`src/seiu_pkg.sv`:
```
// package: register map, field positions and types for the status endpoint interrupt unit
package seiu_pkg;

  // ----------------------------------------------------------------
  // register offsets (byte addresses)
  // ----------------------------------------------------------------
  localparam logic [7:0] SEIU_OFS_ENABLE_LOW  = 8'h20;
  localparam logic [7:0] SEIU_OFS_ENABLE_HIGH = 8'h24;
  localparam logic [7:0] SEIU_OFS_STATUS_LOW  = 8'h28;
  localparam logic [7:0] SEIU_OFS_MODE        = 8'h3C;

  // ----------------------------------------------------------------
  // reset values and writable masks
  // ----------------------------------------------------------------
  localparam logic [31:0] SEIU_RST_ENABLE   = 32'h0000_0000;
  localparam logic [31:0] SEIU_RST_STATUS   = 32'h0000_0000;
  localparam logic [31:0] SEIU_WMASK_EN_LOW = 32'h001E_0D9F;
  localparam logic [31:0] SEIU_W1C_MASK     = 32'h0000_0D80;
  localparam logic [1:0]  SEIU_RST_MODE     = 2'h0;

  // ----------------------------------------------------------------
  // field positions
  // ----------------------------------------------------------------
  localparam int SEIU_BIT_EP0        = 0;
  localparam int SEIU_BIT_GEP_OUT0   = 1;
  localparam int SEIU_BIT_SETUP      = 7;
  localparam int SEIU_BIT_TLP_DRAIN  = 8;
  localparam int SEIU_BIT_CFG_RETRY  = 10;
  localparam int SEIU_BIT_IN_TIMEOUT = 11;
  localparam int SEIU_BIT_GEP_IN0    = 17;
  localparam int SEIU_BIT_GLOBAL     = 31;
  localparam int SEIU_NUM_GEP        = 4;

  // operating mode of the controller
  typedef enum logic [1:0] {
    SEIU_MODE_ROOT_COMPLEX = 2'h0,
    SEIU_MODE_LEGACY_ADAPT = 2'h1,
    SEIU_MODE_ENH_ADAPT    = 2'h2
  } seiu_mode_t;

  // level sources that feed the low enable register
  typedef struct packed {
    logic                    ep0;
    logic [SEIU_NUM_GEP-1:0] gepOut;
    logic [SEIU_NUM_GEP-1:0] gepIn;
  } seiu_ep_irq_t;

  // one-cycle pulses that set the sticky low status bits
  typedef struct packed {
    logic setupPkt;
    logic tlpDrained;
    logic cfgRetry;
    logic inTimeout;
  } seiu_ev_t;

  // register port request
  typedef struct packed {
    logic [7:0]  addr;
    logic [31:0] wdata;
    logic        wr;
    logic        rd;
  } seiu_req_t;

endpackage : seiu_pkg

```
`src/seiu_status_endpoint_irq.sv`:
```
// status endpoint interrupt unit: enable masks, low status register, interrupt request
//
// Operation
// RL1: enable registers act only in root-complex mode; reserved in adapter modes.
// RL2: high enable bit 0 gates start-of-frame, bit 1 gates resume.
// RL3: bit 2 gates suspend-request change, bit 3 gates suspend request.
// RL4: bit 4 gates host port reset.
// RL5: bit 6 gates control status stage token.
// RL6: bit 7 gates bus-power sense change.
// RL7: bit 8 gates serial EEPROM transaction done.
// RL8: bits 9..12 gate DMA channels 0..3, bit 13 gates GPIO.
// RL9: bit 14 gates start-of-frame with frame downcount at zero.
// RL10: bit 16 gates PCI Express TLP completion.
// RL11: bits 19, 20, 25 gate completer abort, unsupported request, poisoned TLP.
// RL12: bits 21, 22, 23 gate correctable, non-fatal, fatal error messages.
// RL13: bits 24 and 26 gate legacy interrupt input in root-complex mode.
// RL14: bit 27 gates power-state field change.
// RL15: bits 28, 29, 30 gate data-link-down change, hot reset, endpoint power.
// RL16: bit 31 is global enable; no interrupt without it.
// RL17: low enable bits 17..20 gate endpoint IN 0..3, bit 11 IN timeout.
// RL18: low status bits 0..4 mirror endpoint interrupts regardless of enables.
// RL19: legacy adapter merges OUT and IN per bit; enhanced reports OUT only.
// RL20: status bit 7 set on setup packet, cleared by writing one.
// RL21: status bit 8 set when USB-to-PCIe TLP transmitted, write one clears.
// RL22: status bits 10, 11 flag config retry and IN timeout; write one clears.
// RL23: request raised while any enabled event active and global enable set.
//
// Added by the designer: the address-and-strobe port.
`timescale 1ns/1ns

module seiu_status_endpoint_irq
  import seiu_pkg::*;
(
  input  wire logic         clk,
  input  wire logic         sys_rst,
  input  wire logic         clkEn,
  input  wire seiu_req_t    regReq,
  output logic [31:0]       regRdata,
  input  wire seiu_ep_irq_t epIrq,
  input  wire seiu_ev_t     statusEv,
  input  wire logic [31:0]  highEvents,
  output logic              statusIrqReq
);

  // ----------------------------------------------------------------
  // mode register
  // ----------------------------------------------------------------
  logic [1:0] mode_r;
  logic       rootMode;

  always_ff @(posedge clk) begin
    if (sys_rst) begin
      mode_r <= SEIU_RST_MODE;
    end else if (clkEn && regReq.wr && regReq.addr == SEIU_OFS_MODE) begin
      mode_r <= regReq.wdata[1:0];
    end
  end

  assign rootMode = (mode_r == SEIU_MODE_ROOT_COMPLEX);

  // ----------------------------------------------------------------
  // enable registers
  // ----------------------------------------------------------------
  logic [31:0] enLow_r;
  logic [31:0] enHigh_r;

  // writes outside root-complex mode are dropped: registers behave as reserved
  always_ff @(posedge clk) begin
    if (sys_rst) begin
      enLow_r <= SEIU_RST_ENABLE;
    end else if (clkEn && rootMode && regReq.wr && regReq.addr == SEIU_OFS_ENABLE_LOW) begin // RL1
      enLow_r <= regReq.wdata & SEIU_WMASK_EN_LOW;
    end
  end

  always_ff @(posedge clk) begin
    if (sys_rst) begin
      enHigh_r <= SEIU_RST_ENABLE;
    end else if (clkEn && rootMode && regReq.wr && regReq.addr == SEIU_OFS_ENABLE_HIGH) begin // RL1
      enHigh_r <= regReq.wdata;
    end
  end

  // ----------------------------------------------------------------
  // low status register
  // ----------------------------------------------------------------
  logic [SEIU_NUM_GEP-1:0] gepView;
  logic [3:0]              stickySet;
  logic [3:0]              stickyClr;
  logic [3:0]              sticky_r;
  logic [31:0]             statusLow;

  // per-endpoint view depends on adapter flavour
  genvar g;
  generate
    for (g = 0; g < SEIU_NUM_GEP; g++) begin : g_gep
      assign gepView[g] = (mode_r == SEIU_MODE_ENH_ADAPT) ? epIrq.gepOut[g] :
                          (epIrq.gepOut[g] | epIrq.gepIn[g]); // RL19
    end
  endgenerate

  assign stickySet = {statusEv.inTimeout, statusEv.cfgRetry,
                      statusEv.tlpDrained, statusEv.setupPkt};

  function automatic logic [3:0] w1cBits(input logic [31:0] d);
    w1cBits = {d[SEIU_BIT_IN_TIMEOUT], d[SEIU_BIT_CFG_RETRY],
               d[SEIU_BIT_TLP_DRAIN], d[SEIU_BIT_SETUP]};
  endfunction : w1cBits

  assign stickyClr = (regReq.wr && regReq.addr == SEIU_OFS_STATUS_LOW) ?
                     w1cBits(regReq.wdata) : 4'h0;

  // a set in the same cycle as its clear wins so the event is not lost
  always_ff @(posedge clk) begin
    if (sys_rst) begin
      sticky_r <= SEIU_RST_STATUS[3:0];
    end else if (clkEn) begin
      sticky_r <= (sticky_r & ~stickyClr) | stickySet; // RL20 RL21 RL22
    end
  end

  always_comb begin
    statusLow                      = 32'h0000_0000;
    statusLow[SEIU_BIT_EP0]        = epIrq.ep0; // RL18
    statusLow[4:1]                 = gepView; // RL18
    statusLow[SEIU_BIT_SETUP]      = sticky_r[0];
    statusLow[SEIU_BIT_TLP_DRAIN]  = sticky_r[1];
    statusLow[SEIU_BIT_CFG_RETRY]  = sticky_r[2];
    statusLow[SEIU_BIT_IN_TIMEOUT] = sticky_r[3];
  end

  // ----------------------------------------------------------------
  // interrupt request
  // ----------------------------------------------------------------
  logic [31:0] lowSrc;
  logic        anyEnabled;
  logic        irq_r;

  // low enable sources: status bits 0..11 plus endpoint IN 0..3
  always_comb begin
    lowSrc                                     = statusLow;
    lowSrc[SEIU_BIT_GEP_IN0+:SEIU_NUM_GEP]     = epIrq.gepIn; // RL17
  end

  // bit 31 of the event vector is unused; the global enable gates instead
  assign anyEnabled = |(lowSrc & enLow_r) |
                      |(highEvents[30:0] & enHigh_r[30:0]); // RL2 RL3 RL4 RL5 RL6 RL7 RL8 RL9 RL10 RL11 RL12 RL13 RL14 RL15

  always_ff @(posedge clk) begin
    if (sys_rst) begin
      irq_r <= 1'b0;
    end else if (clkEn) begin
      irq_r <= rootMode && enHigh_r[SEIU_BIT_GLOBAL] && anyEnabled; // RL16 RL23
    end
  end

  assign statusIrqReq = irq_r;

  // ----------------------------------------------------------------
  // read port
  // ----------------------------------------------------------------
  always_ff @(posedge clk) begin
    if (sys_rst) begin
      regRdata <= 32'h0000_0000;
    end else if (clkEn) begin
      regRdata <= 32'h0000_0000;
      if (regReq.rd) begin
        case (regReq.addr)
          SEIU_OFS_ENABLE_LOW:  regRdata <= rootMode ? enLow_r : 32'h0000_0000;
          SEIU_OFS_ENABLE_HIGH: regRdata <= rootMode ? enHigh_r : 32'h0000_0000;
          SEIU_OFS_STATUS_LOW:  regRdata <= statusLow;
          SEIU_OFS_MODE:        regRdata <= {30'h0, mode_r};
          default:              regRdata <= 32'h0000_0000;
        endcase
      end
    end
  end
endmodule : seiu_status_endpoint_irq

```
`config.mk`:
```
export PLATFORM = sky130hd
export DESIGN_NAME = seiu_status_endpoint_irq
export DESIGN_NICKNAME = d
export VERILOG_FILES = /design/src/seiu_pkg.sv /design/src/seiu_status_endpoint_irq.sv
export SDC_FILE = /design/constraint.sdc
export NUM_CORES = 1
export LEC_CHECK = 0
export ABC_AREA = 0
export BUFFER_PORTS_ARGS = -buffer_cell sky130_fd_sc_hd__buf_2
export CORE_MARGIN = 5
export CORE_UTILIZATION = 45
export DETAILED_ROUTE_END_ITERATION = 10
export GPL_ROUTABILITY_DRIVEN = 0
export PLACE_DENSITY = 0.74
export SLEW_MARGIN = 15
export SYNTH_ARGS = -nofsm -noshare
export SYNTH_HDL_FRONTEND = slang
export SYNTH_SLANG_ARGS = --single-unit
```
`constraint.sdc`:
```
create_clock -name clk -period 1.7 [get_ports clk]
set_clock_uncertainty 0.05 [all_clocks]
set_input_delay 0.34 -clock clk [delete_from_list [all_inputs] [get_ports clk]]
set_output_delay 0.34 -clock clk [all_outputs]
set_load 0.02 [all_outputs]
```
==> results.md <==
* FILL cells at between 700 and 800
* Share of layout cells above drive strength 1 at roughly 33%
* Startpoint types: input port
* Mapped Nets at 516
* DIE HEIGHT at about 100 um
* RSZ-0062 raised after global routing: false
* Register bit total from synthesis at 84
* Worst Path Required at ~1900 ps
* CTS buffer count at 9
* Per-cell routed wire length at around 18 um
* Syn avg cell area at approximately 8.5 um^2
* Worst vdd ir at roughly 0.36 mV
* Synth Warn # at 0
* Max_slew headroom at between 60% and 70%
* Max stage delay on crit path at between 300 and 400 ps
* NumNets Final at 660
* Final Cycle Share at 95.0%
* Clock Path Buffers at 2
* Placed Area at roughly 4600 um^2
* Post-DR vias/cell at 5.60
* Max Used Layer: met4
* Final ANT Viol Nets at 0
* Final Routed Wirelength at around 12000 um
* Final Hold Vio Count at 0
* Synth top area share at 46.3%
* Fmax at 0.619 GHz
* Commonest cells in the netlist: dfxtp_1, nand2_1, a21oi_1, nor2_1, a22oi_1
* DRC viols at 0
* Global route overflow at 0
* Met1 WL at 4830 um
* DP Wirelength at approximately 9000 um
* Post-synthesis async set-or-reset flop share at 0%
* HP Class: in2reg
* Initial antenna violation count at 0
* Pwr Density at roughly 740 nW/um^2
* Hold_ws at around 180 ps
* Lkg Pwr at about 2 nW
* # IOs at approximately 120
* Routed wl met3 at 844 um
* Post-synth EDFFs at 0
* Worst-path clk slew at ~80 ps
* Clock sinks at between 80 and 90
* ANT cells at 0
* Reg2Reg Setup Slack at approximately 120 ps
* Slowest CP cell: nor4_4
* Setup crit end kind: register
* Status: finished clean
* Distinct cells, synth at 38
* WS Path Type: in2reg
* Synth Flop Type: dfxtp_1
* Cell row count at 32
* Most numerous cell in the Yosys netlist: dfxtp_1
* Number of setup violations in the final report at 0
* Max cap viols at 0
* Final setup TNS at 0 ps
* Cells after synthesis at 426
* Final min period at around 1600 ps
* Synth top area cells: dfxtp_1, nand2_1, a21oi_1
* Design Power at ~0.0036 W
* Hold Path Stages at 3
* Vias in the first global route at between 3000 and 4000
* First-pass GRT wire length at about 18000 um
* Crit-path most repeated cell: buf_4
* Postcts setup bufs at 0
* Die area at between 9000 and 10000 um^2
* Initial Util at about 47%
* Clk_lat worst skew at ~350 ps
* R2R cell count at 6
* Pre-antenna DRT Iters at 5
* Core area at between 7000 and 8000 um^2
* Chip Width at approximately 100 um
* Met2 wire length at approximately 6000 um
* Largest area contributor in the netlist: dfxtp_1
* Initial DRC Count at 278
* Area Overhead vs Synth at 33.1%
* CTS tree: yes
* Post-Place Cells at between 600 and 700
* Finished Layout Cells at between 600 and 700
* Clk root buf: clkbuf_8
* Least-Margin Pin Slew at ~520 ps
* Largest net degree at the start of global routing at 44
* Critical Path AT at 1850 ps
* Post-synthesis cell area at approximately 3600 um^2
* PortBufs at around 120
* GRT Util Overall at about 23%
* Total via count in the routed design at ~3800
* Final max-slew violation count at 0
* Sequential area share after synthesis at 46.3%
* CP cell instances: buf_2 -> buf_4 -> nor4_4 -> o211ai_1 -> buf_4 -> a211o_1 -> a21oi_2
* H-tree levels at 3
* Crit path max fanout at 5
* Final Cell Area at just under 5000 um^2
==> metrics by stage <==
step,worst slack [ps],utilization [%]
global placement,-239,59.4
CTS,43.7,61.7
floorplan,-90.4,-
global route,0.751,61.9
detailed placement,-306,59.4
finish,84.2,61.9
==> cell families (layout without fill, tap and decap cells) <==
family                 after synthesis  count (layout)  share of synthesized area, %
AND/OR/NAND/NOR                    164             164                          21.6
AO/OA/AOI/OAI                      125             125                          23.3
flip-flops                          84              84                          46.3
buffers and inverters               36             185                          4.03
multiplexers                        17              17                          4.69
==> worst max-delay path: cells and delay by family <==
kind,cells,cell delay [ps]
compound gates,3,660
simple gates,1,370
buf+inv,3,470
==> cell usage in the layout (no fill, tap or decap), types with 4 or more instances in the layout <==
master,instances
buf_2,121
dfxtp_1,84
nand2_1,75
a21oi_1,47
nor2_1,36
buf_4,36
a22oi_1,30
nand3_1,27
mux2i_1,17
clkbuf_8,11
a211o_1,10
a22o_1,10
a221oi_1,8
inv_1,6
nand4_1,6
o21ai_0,6
buf_12,6
and3_1,4
==> repair_timing <==
item	4_1_cts	5_1_grt
resized for setup	0	3
hold buffers	0	0
setup endpoints to repair	0	3
endpoints found under the hold margin	0	0
==> state kept, by name (all words and copies together), names as in the netlist <==
signal,count
statusIrqReq,1
mode_r,2
enHigh_r,32
sticky_r,4
enLow_r,13
regRdata,32
==> area by class of cell <==
| class | count | area [um^2] | area share, % |
|---|---|---|---|
| flip-flops and latches | 84 | 1680 | 34.8 |
| multi-input cells | 306 | 1820 | 37.8 |
| repair buffers | 163 | 996 | 20.6 |
| clock inverters | 3 | 21.3 | 0.440 |
| clock buffers | 13 | 159 | 3.29 |
| inverters | 6 | 22.5 | 0.466 |
| well taps | 102 | 128 | 2.64 |
==> power breakdown <==
part	leakage [nW]	internal [W]	switching, W
Combinational	1.29	0.000137	0.000157
Sequential	0.677	0.00197	0.00000805
Clock	0.0896	0.000613	0.000692
==> final timing paths <==
check | endpoint | start
worst max register to register | enHigh_r[26]$_SDFFE_PP0P_ | mode_r[0]$_SDFFE_PP0P_
worst max-delay path | regRdata[3]$_SDFFE_PP0P_ | regReq[40]
worst min-delay path | enHigh_r[12]$_SDFFE_PP0P_ | regReq[14]
worst min register to register | regRdata[20]$_SDFFE_PP0P_ | regRdata[20]$_SDFFE_PP0P_
==> layer usage <==
| metal | vias up | global-route usage (%) |
|---|---|---|
| met5 | - | 0 |
| met4 | 0 | 9.56 |
| met3 | 19 | 3.82 |
| met2 | 151 | 39.4 |
| met1 | 1790 | 29.2 |
| li1 | 1831 | - |
No activity file was read; power rests on OpenSTA's default activity.
